**src/rtl/lar_pkg.sv**
```systemverilog
// Shared constants and types for the linear array readout link:
// a sensor end (two 64-pixel shift sections) and a controller end.
// Assumes both ends run on one 100 MHz system clock; the sensor clock
// is a divided strobe made by the controller and resynchronised.
//
// Contract
// - one sampled high start begins readout
// - controller drops start before next edge
// - start bit advances one stage per edge
// - falling stage bit resets that pixel integrator
// - edge 129 empties register, output floats
// - controller must supply the 129th edge
// - next start no earlier than edge 130
// - analog output floats outside pixel output
// - integration time equals start pulse spacing
// - two 64-pixel sections, own start, output
// - first chain output feeds second start
// - second chain output marks end of data
// - sensor clock drives transfer, selection, reset
package lar_pkg;

  // Array organisation
  localparam int SECTION_PIXELS = 64;
  localparam int SECTION_COUNT  = 2;
  localparam int ARRAY_PIXELS   = 128;
  localparam int SEC_IDX_W      = 6;
  localparam int PIX_IDX_W      = 7;
  localparam int LEVEL_W        = 8;
  localparam int EDGE_W         = 8;

  // Sequence edges, counted from the capture edge as edge 1
  localparam int SHIFT_OUT_EDGE  = 129;
  localparam int NEXT_START_EDGE = 130;
  localparam logic [EDGE_W-1:0] LAST_PIXEL_EDGE = EDGE_W'(SHIFT_OUT_EDGE - 1);
  localparam logic [EDGE_W-1:0] FIRST_EDGE      = 8'h01;

  // Sensor clock timing: least half period, rounded up to cycles
  localparam int CLK_PERIOD_NS = 10;
  localparam int SCLK_HALF_NS  = 80;
  localparam int SCLK_HALF_CYC = (SCLK_HALF_NS + CLK_PERIOD_NS - 1) / CLK_PERIOD_NS;
  localparam int DIV_W         = 4;
  localparam logic [DIV_W-1:0] DIV_FALL = DIV_W'(SCLK_HALF_CYC - 1);
  localparam logic [DIV_W-1:0] DIV_LAST = DIV_W'(2 * SCLK_HALF_CYC - 1);

  // Reset values
  localparam logic              PIN_RESET   = 1'b0;
  localparam logic [LEVEL_W-1:0] LEVEL_RESET = 8'h00;

  // Controller states
  typedef enum logic [2:0] {
    CTL_IDLE = 3'b001,
    CTL_ARM  = 3'b010,
    CTL_RUN  = 3'b100
  } lar_ctl_state_type;

endpackage

```
**src/rtl/lar_link_if.sv**
```systemverilog
// Board-level link between controller and sensor array.
// Assumes the first chain output is wired to the second start input,
// and both analog outputs share one resolved line to the controller.
`timescale 1ns/1ps
interface lar_link_if;
  import lar_pkg::*;

  logic                 sensor_clk;
  logic                 first_section_start_in;
  logic                 second_section_start_in;
  logic                 first_section_chain_out;
  logic                 second_section_chain_out;
  logic [LEVEL_W-1:0]   first_section_analog_out;
  logic                 first_section_analog_oe;
  logic [LEVEL_W-1:0]   second_section_analog_out;
  logic                 second_section_analog_oe;
  logic [LEVEL_W-1:0]   analog_pixel_out;
  logic                 analog_pixel_drive;

  // Cascade wiring and the shared analog line
  assign second_section_start_in = first_section_chain_out;
  assign analog_pixel_drive      = first_section_analog_oe | second_section_analog_oe;
  assign analog_pixel_out = first_section_analog_oe  ? first_section_analog_out :
                            second_section_analog_oe ? second_section_analog_out :
                                                       LEVEL_RESET;

  modport sensor (
    input  sensor_clk,
    input  first_section_start_in,
    input  second_section_start_in,
    output first_section_chain_out,
    output second_section_chain_out,
    output first_section_analog_out,
    output first_section_analog_oe,
    output second_section_analog_out,
    output second_section_analog_oe
  );

  modport ctl (
    output sensor_clk,
    output first_section_start_in,
    input  second_section_chain_out,
    input  analog_pixel_out,
    input  analog_pixel_drive
  );

endinterface

```
**src/rtl/lar_sensor_end.sv**
```systemverilog
// Sensor end: two 64-stage shift sections that walk a start bit across
// the pixels, select each pixel onto its analog output, reset each
// integrator as its bit leaves, and pass the bit on at the chain output.
// Assumes the sensor clock and start pins arrive from another party and
// are therefore resynchronised to i_clk before any logic reads them.
// The user side supplies the level of the pixel named by each index.
`timescale 1ns/1ps
module lar_sensor_end (
  input  wire logic                             i_clk,
  input  wire logic                             i_rst,
  lar_link_if.sensor                            link,
  input  wire logic [lar_pkg::LEVEL_W-1:0]      i_first_level,
  input  wire logic [lar_pkg::LEVEL_W-1:0]      i_second_level,
  output logic [lar_pkg::SEC_IDX_W-1:0]         o_first_index,
  output logic                                  o_first_active,
  output logic [lar_pkg::SEC_IDX_W-1:0]         o_second_index,
  output logic                                  o_second_active,
  output logic [lar_pkg::ARRAY_PIXELS-1:0]      o_integ_reset,
  output logic                                  o_busy
);
  import lar_pkg::*;

  // Position of the single set bit in a section
  function automatic logic [SEC_IDX_W-1:0] onehot_index(
    input logic [SECTION_PIXELS-1:0] v
  );
    logic [SEC_IDX_W-1:0] r;
    r = '0;
    for (int b = 0; b < SECTION_PIXELS; b++) begin
      if (v[b]) begin
        r = r | b[SEC_IDX_W-1:0];
      end
    end
    return r;
  endfunction

  // Sensor clock synchroniser and rising edge detector
  logic                        sclk_meta_reg;
  logic                        sclk_sync_reg;
  logic                        sclk_prev_reg;

  // Per-section views gathered from the generate loop
  wire logic [SECTION_COUNT-1:0]  start_pin;
  wire logic [LEVEL_W-1:0]        level_in  [SECTION_COUNT];
  wire logic [LEVEL_W-1:0]        level_out [SECTION_COUNT];
  wire logic [SECTION_COUNT-1:0]  drive_out;
  wire logic [SECTION_COUNT-1:0]  chain_out;
  wire logic [SECTION_COUNT-1:0]  active_out;
  wire logic [SEC_IDX_W-1:0]      index_out [SECTION_COUNT];
  wire logic [SECTION_PIXELS-1:0] reset_out [SECTION_COUNT];

  // One shared clock event steers every section
  wire logic sclk_rise = sclk_sync_reg & ~sclk_prev_reg;

  // The clock pin is only read after two flops
  always_ff @(posedge i_clk or posedge i_rst) begin
    if (i_rst) begin
      sclk_meta_reg <= PIN_RESET;
      sclk_sync_reg <= PIN_RESET;
      sclk_prev_reg <= PIN_RESET;
    end else begin
      sclk_meta_reg <= link.sensor_clk;
      sclk_sync_reg <= sclk_meta_reg;
      sclk_prev_reg <= sclk_sync_reg;
    end
  end

  // Each section has its own start pin and level source
  assign start_pin[0] = link.first_section_start_in;
  assign start_pin[1] = link.second_section_start_in;
  assign level_in[0]  = i_first_level;
  assign level_in[1]  = i_second_level;

  generate
    for (genvar s = 0; s < SECTION_COUNT; s++) begin : gen_sec
      logic                      start_meta_reg;
      logic                      start_sync_reg;
      logic [SECTION_PIXELS-1:0] shift_reg;
      logic [SECTION_PIXELS-1:0] shift_next;
      logic [SECTION_PIXELS-1:0] rst_reg;
      logic [SEC_IDX_W-1:0]      idx_reg;
      logic                      act_reg;
      logic                      oe_reg;
      logic [LEVEL_W-1:0]        lvl_reg;

      // Start and clock take the same two-flop path, so their
      // alignment at the pin is kept at the edge detector
      always_ff @(posedge i_clk or posedge i_rst) begin
        if (i_rst) begin
          start_meta_reg <= PIN_RESET;
          start_sync_reg <= PIN_RESET;
        end else begin
          start_meta_reg <= start_pin[s];
          start_sync_reg <= start_meta_reg;
        end
      end

      // A start sampled high on an edge enters stage 0; every edge moves
      // the bit one stage on and edge 129 pushes it out of section two
      assign shift_next = sclk_rise ?
                          {shift_reg[SECTION_PIXELS-2:0], start_sync_reg} :
                          shift_reg;

      always_ff @(posedge i_clk or posedge i_rst) begin
        if (i_rst) begin
          shift_reg <= '0;
        end else begin
          shift_reg <= shift_next;
        end
      end

      // A stage falling from one to zero restarts that integrator,
      // so exposure runs from one readout to the next
      always_ff @(posedge i_clk or posedge i_rst) begin
        if (i_rst) begin
          rst_reg <= '0;
        end else begin
          rst_reg <= shift_reg & ~shift_next;
        end
      end

      // Selection pipeline: index first, then the level the user returns
      // for it; the output enable waits one cycle to match the level
      always_ff @(posedge i_clk or posedge i_rst) begin
        if (i_rst) begin
          idx_reg <= '0;
          act_reg <= 1'b0;
          oe_reg  <= 1'b0;
          lvl_reg <= LEVEL_RESET;
        end else begin
          idx_reg <= onehot_index(shift_reg);
          act_reg <= |shift_reg;
          oe_reg  <= act_reg;
          lvl_reg <= act_reg ? level_in[s] : LEVEL_RESET;
        end
      end

      assign level_out[s]  = lvl_reg;
      assign drive_out[s]  = oe_reg;
      assign chain_out[s]  = shift_reg[SECTION_PIXELS-1];
      assign active_out[s] = act_reg;
      assign index_out[s]  = idx_reg;
      assign reset_out[s]  = rst_reg;
    end
  endgenerate

  // Busy while any stage of either section holds the bit
  logic busy_reg;

  always_ff @(posedge i_clk or posedge i_rst) begin
    if (i_rst) begin
      busy_reg <= 1'b0;
    end else begin
      busy_reg <= |active_out;
    end
  end

  // Analog outputs float whenever their section is not selecting a pixel
  assign link.first_section_analog_out  = level_out[0];
  assign link.first_section_analog_oe   = drive_out[0];
  assign link.second_section_analog_out = level_out[1];
  assign link.second_section_analog_oe  = drive_out[1];

  // Last stage of each section leaves as its chain output; the first
  // feeds section two, the second marks end of data or cascades on
  assign link.first_section_chain_out  = chain_out[0];
  assign link.second_section_chain_out = chain_out[1];

  // User-side views, all taken straight from flops
  assign o_first_index   = index_out[0];
  assign o_first_active  = active_out[0];
  assign o_second_index  = index_out[1];
  assign o_second_active = active_out[1];
  assign o_integ_reset   = {reset_out[1], reset_out[0]};
  assign o_busy          = busy_reg;

endmodule

```
**src/flat_wrapper.sv**
```systemverilog
// flat-port wrapper written by rule: the top's interface ports become plain ports
module lar_sensor_end_flat import lar_pkg::*;
  (i_clk, i_rst, i_first_level, i_second_level, o_first_index, o_first_active, o_second_index, o_second_active, o_integ_reset, o_busy, link_sensor_clk, link_first_section_start_in, link_first_section_chain_out, link_second_section_chain_out, link_first_section_analog_out, link_first_section_analog_oe, link_second_section_analog_out, link_second_section_analog_oe);
  lar_link_if link_i ();
  input  wire logic i_clk;
  input  wire logic i_rst;
  input  wire logic [lar_pkg::LEVEL_W-1:0] i_first_level;
  input  wire logic [lar_pkg::LEVEL_W-1:0] i_second_level;
  output logic [lar_pkg::SEC_IDX_W-1:0] o_first_index;
  output logic o_first_active;
  output logic [lar_pkg::SEC_IDX_W-1:0] o_second_index;
  output logic o_second_active;
  output logic [lar_pkg::ARRAY_PIXELS-1:0] o_integ_reset;
  output logic o_busy;
  input wire logic [$bits(link_i.sensor_clk)-1:0] link_sensor_clk;
  input wire logic [$bits(link_i.first_section_start_in)-1:0] link_first_section_start_in;
  output wire logic [$bits(link_i.first_section_chain_out)-1:0] link_first_section_chain_out;
  output wire logic [$bits(link_i.second_section_chain_out)-1:0] link_second_section_chain_out;
  output wire logic [$bits(link_i.first_section_analog_out)-1:0] link_first_section_analog_out;
  output wire logic [$bits(link_i.first_section_analog_oe)-1:0] link_first_section_analog_oe;
  output wire logic [$bits(link_i.second_section_analog_out)-1:0] link_second_section_analog_out;
  output wire logic [$bits(link_i.second_section_analog_oe)-1:0] link_second_section_analog_oe;
  assign link_i.sensor_clk = link_sensor_clk;
  assign link_i.first_section_start_in = link_first_section_start_in;
  assign link_first_section_chain_out = link_i.first_section_chain_out;
  assign link_second_section_chain_out = link_i.second_section_chain_out;
  assign link_first_section_analog_out = link_i.first_section_analog_out;
  assign link_first_section_analog_oe = link_i.first_section_analog_oe;
  assign link_second_section_analog_out = link_i.second_section_analog_out;
  assign link_second_section_analog_oe = link_i.second_section_analog_oe;
  lar_sensor_end u_core (.i_clk(i_clk), .i_rst(i_rst), .link(link_i), .i_first_level(i_first_level), .i_second_level(i_second_level), .o_first_index(o_first_index), .o_first_active(o_first_active), .o_second_index(o_second_index), .o_second_active(o_second_active), .o_integ_reset(o_integ_reset), .o_busy(o_busy));
endmodule
```
**config.mk**
```make
export PLATFORM = sky130hd
export DESIGN_NAME = lar_sensor_end_flat
export DESIGN_NICKNAME = d
export VERILOG_FILES = /design/src/rtl/lar_pkg.sv /design/src/rtl/lar_link_if.sv /design/src/rtl/lar_sensor_end.sv /design/src/flat_wrapper.sv
export SDC_FILE = /design/constraint.sdc
export NUM_CORES = 1
export LEC_CHECK = 0
export BUFFER_PORTS_ARGS = -buffer_cell sky130_fd_sc_hd__buf_4
export CORE_ASPECT_RATIO = 1.4
export CORE_MARGIN = 2
export CORE_UTILIZATION = 50
export DETAILED_ROUTE_END_ITERATION = 8
export PLACE_DENSITY = 0.75
export SYNTH_ARGS = -nofsm -noshare
export SYNTH_HDL_FRONTEND = slang
export SYNTH_SLANG_ARGS = --single-unit
```
**constraint.sdc**
```tcl
create_clock -name i_clk -period 9.6 [get_ports i_clk]
set_input_delay 1.92 -clock i_clk [delete_from_list [all_inputs] [get_ports i_clk]]
set_output_delay 1.92 -clock i_clk [all_outputs]
set_load 0.05 [all_outputs]
```
[Word level (Yosys, flattened, before mapping)]
Index checks and enable logic that the tools add are counted.
W data, S select, Z words.
Storage, ports and cells
  input port bits: 20
  ROM bits: 0
  output and inout bits: 163
  bits in writable memories: 0
  bits in latches: 0
  register bits: 296
  memories: 0
  logic and storage cells: 159
Cells by class
  add/sub/neg operators: 0
  eq/ne operators: 0
  shifts and indexed selects: 0
  reduce and logical (&&, ||, !) cells: 3
  divide/modulo/power cells: 0
  $mul: 0
  order comparisons: 0
  multiplexer cells: 130
  bitwise operators: 6
Operator list (count)
  $mux W6: 64
  $mux W5: 32
  $and A64 B64 Y64: 2
  $mux W64: 2
  $not A64 Y64: 2
  $reduce_or A64 Y1: 2
  $mux W4: 16
  $mux W3: 8
  $mux W8: 2
  $mux W2: 4
  $mux W1: 2
  $reduce_or A2 Y1: 1
  $and A1 B1 Y1: 1
  $not A1 Y1: 1

[Longest topological paths before layout]
Gate-level depths: netlist (run 1).
  depth in word-level cells: 63
  depth in mapped cells: 5
  depth with buffers taken out: 4

[Worst setup path before layout (run 1)]
No wires, ideal clock.
  kind: reg2out
  start: register u_core.gen_sec[0].act_reg, in the netlist u_core.o_first_active
  end: output port o_first_active
  required time: 7.680 ns
  path buffers: 0
  stages on the path, launching flop included: 1
  setup slack: 7.002 ns
  arrival: 0.678 ns
  cells stage by stage: dfrtp_1
RTL lines
  start, declared: line lar_sensor_end.sv:82  | logic act_reg;
  start signal, assigned: line lar_sensor_end.sv:132  | act_reg <= |shift_reg;
  end, declared: line flat_wrapper.sv:10  | output logic o_first_active;
No word-level cell between the ends.

[Final worst setup path (run 1)]
  start: register u_core.gen_sec[0].shift_reg[63]
  end: output port link_first_section_chain_out
RTL lines
  start, declared: line lar_sensor_end.sv:78  | logic [SECTION_PIXELS-1:0] shift_reg;
  start signal, assigned: line lar_sensor_end.sv:108  | shift_reg <= shift_next;
  end, declared: line flat_wrapper.sv:17  | output wire logic [$bits(link_i.first_section_chain_out)-1:0] link_first_section_chain_out;
No word-level cell between the ends.

==> results of run 1 <==
-- layout by cell type, fill, tap and decap left out, types with 4 or more instances in the layout --
cell and n:
dfrtp_1 296, buf_4 187, mux2_2 128, nor3b_1 126, nor4_1 45, clkbuf_16 27, and2_1 18, nor2_1 13
nor3_1 11, nand4_1 10, nand2_1 10, nand3_1 10, clkinvlp_4 6, or3_1 4, clkinv_4 4
-- cells by family (layout without fill, tap and decap cells) --
group,count (synthesis),count (layout),synth area share [%]
multiplexers,128,128,13.5
flip-flops,296,296,69.3
buffers and inverters,31,239,1.34
AND/OR/NAND/NOR,256,256,15.8
-- stage by stage --
stage	total power, mW	instance area, um^2
finish	2.60	13200
global route	2.70	13200
CTS	2.63	13200
detailed placement	1.59	12300
global placement	1.59	12300
floorplan	1.52	10700
-- cell type report --
cell class	count	area, um^2
sequential	296	7410
tap	260	325
fill	1590	7870
timing repair buffer	188	1420
inverter	3	15.0
multi-input combinational	384	3140
clock buffer	31	701
clock inverter	17	160
-- path summary, 6_finish.rpt --
| path | start | endpoint | slack, ps | cells after the start |
|---|---|---|---|---|
| setup / recovery | u_core.gen_sec[0].shift_reg[63] | link_first_section_chain_out | 6320 | 1 |
| hold / removal | u_core.sclk_meta_reg | u_core.sclk_sync_reg | 350 | 0 |
| setup reg to reg | u_core.sclk_sync_reg | u_core.gen_sec[0].shift_reg[36] | 6970 | 4 |
| hold reg to reg | u_core.sclk_meta_reg | u_core.sclk_sync_reg | 350 | 0 |
| max in group asynchronous | i_rst | u_core.link.first_section_analog_out[1] | 6530 | 4 |
| min in group asynchronous | i_rst | u_core.sclk_meta_reg | 1690 | 3 |
-- metal layers --
| metal | up-vias | share of wire, % | GRT usage (%) |
|---|---|---|---|
| met5 | - | 0 | 0 |
| met4 | 0 | 4.0 | 8.06 |
| met3 | 52 | 4.6 | 2.63 |
| met2 | 184 | 51 | 32.4 |
| met1 | 3233 | 41 | 25.0 |
| li1 | 2969 | - | - |
-- power groups by stage --
stage	logic (mW)	registers (mW)	clock network, mW
5_1_grt	0.239	1.35	1.11
4_1_cts	0.224	1.35	1.06
6_report	0.221	1.35	1.03
3_3_place_gp	0.220	1.37	0
3_5_place_dp	0.223	1.37	0
2_1_floorplan	0.110	1.41	0
==> flow_metrics.env, run 1 <==
export IMPL_firstDrtPassIters=4
export IMPL_fin_tns_setup_ps=0
export IMPL_wire_per_inst_um=18.4
export IMPL_drt_iter0_markers=412
export IMPL_synth_seq_area_share_pct=69.3
export IMPL_h_tree_depth=1
export IMPL_grt_pass1_vias=6412
export IMPL_grt_max_degree=187
export IMPL_dieArea_um2=22600
export IMPL_worstPathMaxFanout=6
export IMPL_arrival_ps=1360
export IMPL_synth_edf_count=0
export IMPL_cp_slowest_stage_delay_ps=570
export IMPL_worst_slack_ps=6320
export IMPL_p_switching_uw=662
export IMPL_cpLargestDelayFamily="flip-flops"
export IMPL_start_util_pct=50.8
export IMPL_fmax_mhz=305
export IMPL_combPwrFrac_pct=8.5
export IMPL_slew_headroom_pct=34.6
export IMPL_setup_viol=0
export IMPL_synth_nets=731
export IMPL_yosysWarnings=0
export IMPL_dp_cells=1131
export IMPL_async_flop_share_pct=100
export IMPL_required_ps=7680
export IMPL_hold_ws_ps=346
export IMPL_maxCapViolations=0
export IMPL_synth_top_area_share_pct=69.3
export IMPL_yosysTopAreaCell="dfrtp_1"
export IMPL_cts_resized=0
export IMPL_ys_seq_elements=296
export IMPL_synth_area_leaders="dfrtp_1 (69%), mux2_2 (13%), nor3b_1 (8.9%)"
export IMPL_gp_congestion=0.896
export IMPL_crit_slowest_cell="dfrtp_1"
export IMPL_cts_buffer_depth=3
export IMPL_num_nets_final=920
export IMPL_path_buf_inv=1
export IMPL_path_cells="buf_4"
export IMPL_pre_cts_ws_ps=5910
export IMPL_antenna_found_initial=0
export IMPL_final_cells=1179
export IMPL_peakVddDrop_v=0.000146
export IMPL_numPortBuffers=182
export IMPL_drt_wl_total_um=21700
export IMPL_drc=0
export IMPL_hp_class="reg2reg"
export IMPL_status="finished, final reports clean"
export IMPL_sw_frac_of_total_pct=25.4
export IMPL_startpoint_type="flop"
export IMPL_syn_cell_area_um2=10700
export IMPL_vias=6438
export IMPL_viasPerCell=5.46
export IMPL_drv_slew=0
export IMPL_synth_cell_types=20
export IMPL_clk_pin_slew_ps=60
export IMPL_grt_total_usage_pct=19.2
export IMPL_dp_hpwl_um=14200
export IMPL_antenna_left=0
export IMPL_root_buffer="clkbuf_16"
export IMPL_drive_gt1_share_pct=39.7
export IMPL_ctsHoldBuffers=0
export IMPL_p_seq_share_pct=51.8
export IMPL_fin_crit_ps=3280
export IMPL_post_synth_top_count_cell="dfrtp_1"
export IMPL_worstMarginPinSlew_ps=981
export IMPL_clkLatencyLatePin_ps=530
export IMPL_tritoncts="built"
export IMPL_core_um2=21000
export IMPL_final_util_pct=62.6
export IMPL_diodes=0
export IMPL_p_int_mw=1.94
export IMPL_syn2layout_area_growth_pct=23.3
export IMPL_syn_inst=711
export IMPL_power_density_nw_per_um2=198
export IMPL_syn_avg_cell_area_um2=15.0
export IMPL_synth_top_cells_by_count="dfrtp_1 (296), mux2_2 (128), nor3b_1 (126)"
export IMPL_cts_buffers=27
export IMPL_rows=63
export IMPL_power_share_clock_pct=39.7
export IMPL_rsz0062_at_grt="false"
export IMPL_grt_overflow=0
export IMPL_cts_setup_buffers=0
export IMPL_criticalPathCategory="reg2out"
export IMPL_hold_viol=0
export IMPL_leakagePower_nw=6.66
export IMPL_fp_dieW_um=128
export IMPL_fin_crit_sh_pct=34.2
export IMPL_clock_skew_ps=14.3
export IMPL_critPathCaptureType="output pin"
export IMPL_synth_ff_type="dfrtp_1"
export IMPL_grt_first_pass_wirelength_um=34300
export IMPL_cts_sinks=296
export IMPL_ioPinCount=183
export IMPL_die_h_um=177
No activity file was read; power rests on OpenSTA's default activity.
==> run 2: changes to the inputs <==
--- a/config.mk
+++ b/config.mk
@@ -5,6 +5,7 @@
 export SDC_FILE = /design/constraint.sdc
 export NUM_CORES = 1
 export LEC_CHECK = 0
+export ABC_AREA = 1
 export BUFFER_PORTS_ARGS = -buffer_cell sky130_fd_sc_hd__buf_4
 export CORE_ASPECT_RATIO = 1.4
 export CORE_MARGIN = 2
==> constraint.sdc (replaced) <==
create_clock -name i_clk -period 2.75 [get_ports i_clk]
set_input_delay 0.55 -clock i_clk [delete_from_list [all_inputs] [get_ports i_clk]]
set_output_delay 0.55 -clock i_clk [all_outputs]
set_load 0.05 [all_outputs]
==> flow_metrics.env, run 2 <==
export IMPL_path_buf_inv=1
export IMPL_cts_buffers=29
export IMPL_synth_ff_type="dfrtp_1"
export IMPL_leakagePower_nw=7.13
export IMPL_diodes=0
export IMPL_synth_top_cells_by_count="dfrtp_1 (296), nor2_1 (252), nand2_1 (204)"
export IMPL_p_int_mw=7.57
export IMPL_status="finished, final reports clean"
export IMPL_yosysTopAreaCell="dfrtp_1"
export IMPL_cts_setup_buffers=0
export IMPL_clkLatencyLatePin_ps=540
export IMPL_drv_slew=0
export IMPL_cts_sinks=296
export IMPL_rsz0062_at_grt="false"
export IMPL_syn_cell_area_um2=10900
export IMPL_yosysWarnings=0
export IMPL_syn2layout_area_growth_pct=24.0
export IMPL_criticalPathCategory="reg2out"
export IMPL_synth_seq_area_share_pct=68.0
export IMPL_hold_viol=0
export IMPL_num_nets_final=1302
export IMPL_dieArea_um2=23000
export IMPL_fmax_mhz=509
export IMPL_drc=0
export IMPL_critPathCaptureType="output pin"
export IMPL_cpLargestDelayFamily="flip-flops"
export IMPL_peakVddDrop_v=0.000538
export IMPL_worstMarginPinSlew_ps=726
export IMPL_grt_total_usage_pct=20.4
export IMPL_fin_tns_setup_ps=0
export IMPL_ys_seq_elements=296
export IMPL_required_ps=2200
export IMPL_numPortBuffers=182
export IMPL_power_density_nw_per_um2=794
export IMPL_final_cell_mix="dfrtp_1 (296), nor2_1 (252), nand2_1 (204)"
export IMPL_arrival_ps=1420
export IMPL_drt_iter0_markers=462
export IMPL_p_switching_mw=3.16
export IMPL_worst_slack_ps=784
export IMPL_power_mw=10.7
export IMPL_path_cells="buf_4"
export IMPL_async_flop_share_pct=100
export IMPL_clk_pin_slew_ps=60
export IMPL_pre_cts_ws_ps=1190
export IMPL_sw_frac_of_total_pct=29.4
export IMPL_crit_slowest_cell="dfrtp_1"
export IMPL_antenna_left=0
export IMPL_drt_wl_total_um=23000
export IMPL_syn_avg_cell_area_um2=10.0
export IMPL_nFillCells=1766
export IMPL_die_h_um=179
export IMPL_setup_viol=0
export IMPL_synth_nets=1109
export IMPL_startpoint_type="flop"
export IMPL_tritoncts="built"
export IMPL_cts_buffer_depth=3
export IMPL_ioPinCount=183
export IMPL_synth_top_area_share_pct=68.0
export IMPL_hp_class="in2reg"
export IMPL_final_common_cell="dfrtp_1"
export IMPL_synth_area_leaders="dfrtp_1 (68%), nor2_1 (8.7%), nand2_1 (7.0%)"
export IMPL_final_cells=1563
export IMPL_grt_first_pass_wirelength_um=36900
export IMPL_fp_dieW_um=129
export IMPL_slew_headroom_pct=51.5
export IMPL_viasPerCell=4.78
export IMPL_fin_crit_sh_pct=71.5
export IMPL_gp_congestion=0.947
export IMPL_grt_overflow=0
export IMPL_worstPathMaxFanout=11
export IMPL_combPwrFrac_pct=17.3
export IMPL_cp_slowest_stage_delay_ps=600
export IMPL_root_buffer="clkbuf_16"
export IMPL_fin_crit_ps=1970
export IMPL_firstDrtPassIters=4
export IMPL_grt_max_degree=131
export IMPL_dp_hpwl_um=16400
export IMPL_ctsHoldBuffers=0
export IMPL_post_synth_top_count_cell="dfrtp_1"
export IMPL_drive_gt1_share_pct=22.3
export IMPL_start_util_pct=51.2
export IMPL_vias=7466
export IMPL_h_tree_depth=1
export IMPL_wire_per_inst_um=14.7
export IMPL_final_util_pct=63.5
export IMPL_core_um2=21300
export IMPL_p_seq_share_pct=45.0
export IMPL_power_share_clock_pct=37.7
export IMPL_syn_inst=1089
export IMPL_rows=63
export IMPL_clock_skew_ps=20.2
export IMPL_antenna_found_initial=0
export IMPL_synth_edf_count=0
export IMPL_cts_resized=0
export IMPL_grt_pass1_vias=7524
export IMPL_dp_cells=1511
export IMPL_synth_cell_types=18
export IMPL_maxCapViolations=0
==> run 2: power groups by stage <==
stage                     clock network, mW  logic (mW)  registers (mW)
final                                  4.04        1.86            4.83
after floorplan                           0       0.587            5.57
after global placement                    0        1.85            4.90
after detailed placement                  0        1.87            4.91
after CTS                              4.14        1.88            4.83
after global routing                   4.31        1.99            4.86
==> run 2: cell type report <==
cell class	instances	area [um^2]	area share (%)
Tap cell	260	325	2.41
Clock inverter	18	204	1.51
Inverter	149	563	4.17
Clock buffer	34	785	5.81
Timing Repair Buffer	192	1530	11.3
Multi-Input combinational cell	614	2700	20.0
Sequential cell	296	7410	54.8
==> run 2: cells by family after synthesis <==
kind of cell / after synthesis / synth area share [%]
AOI/OAI and AO/OA: 128 / 7.40
and+or+nand+nor: 486 / 17.4
DFF: 296 / 68.0
buffers and inverters: 179 / 7.25
==> run 2: final timing paths <==
path,from,to,slack (ps),cells past startpoint
max,u_core.o_first_active,o_first_active,780,1
max reg2reg,u_core.sclk_prev_reg,u_core.gen_sec[0].rst_reg[44],1200,5
min in group asynchronous,i_rst,u_core.link.first_section_analog_out[0],140,2
min,link_first_section_start_in,u_core.gen_sec[0].start_meta_reg,120,1
max in group asynchronous,i_rst,u_core.gen_sec[0].rst_reg[37],1810,3
min reg2reg,u_core.gen_sec[1].start_meta_reg,u_core.gen_sec[1].start_sync_reg,350,0
==> run 2: metrics by stage <==
stage	hold slack (ps)	instance area [um^2]
2_1_floorplan	331	10900
3_3_place_gp	333	12500
3_5_place_dp	341	12500
4_1_cts	95.6	13500
5_1_grt	95.4	13500
6_report	117	13500
==> run 2: layer usage <==
| layer | vias up | part of all wire [%] | global-route usage [%] |
|---|---|---|---|
| li1 | 3717 | - | - |
| met1 | 3525 | 39 | 24.2 |
| met2 | 180 | 53 | 36.7 |
| met3 | 44 | 4.9 | 3.96 |
| met4 | 0 | 3.0 | 7.29 |
| met5 | - | 0 | 0 |
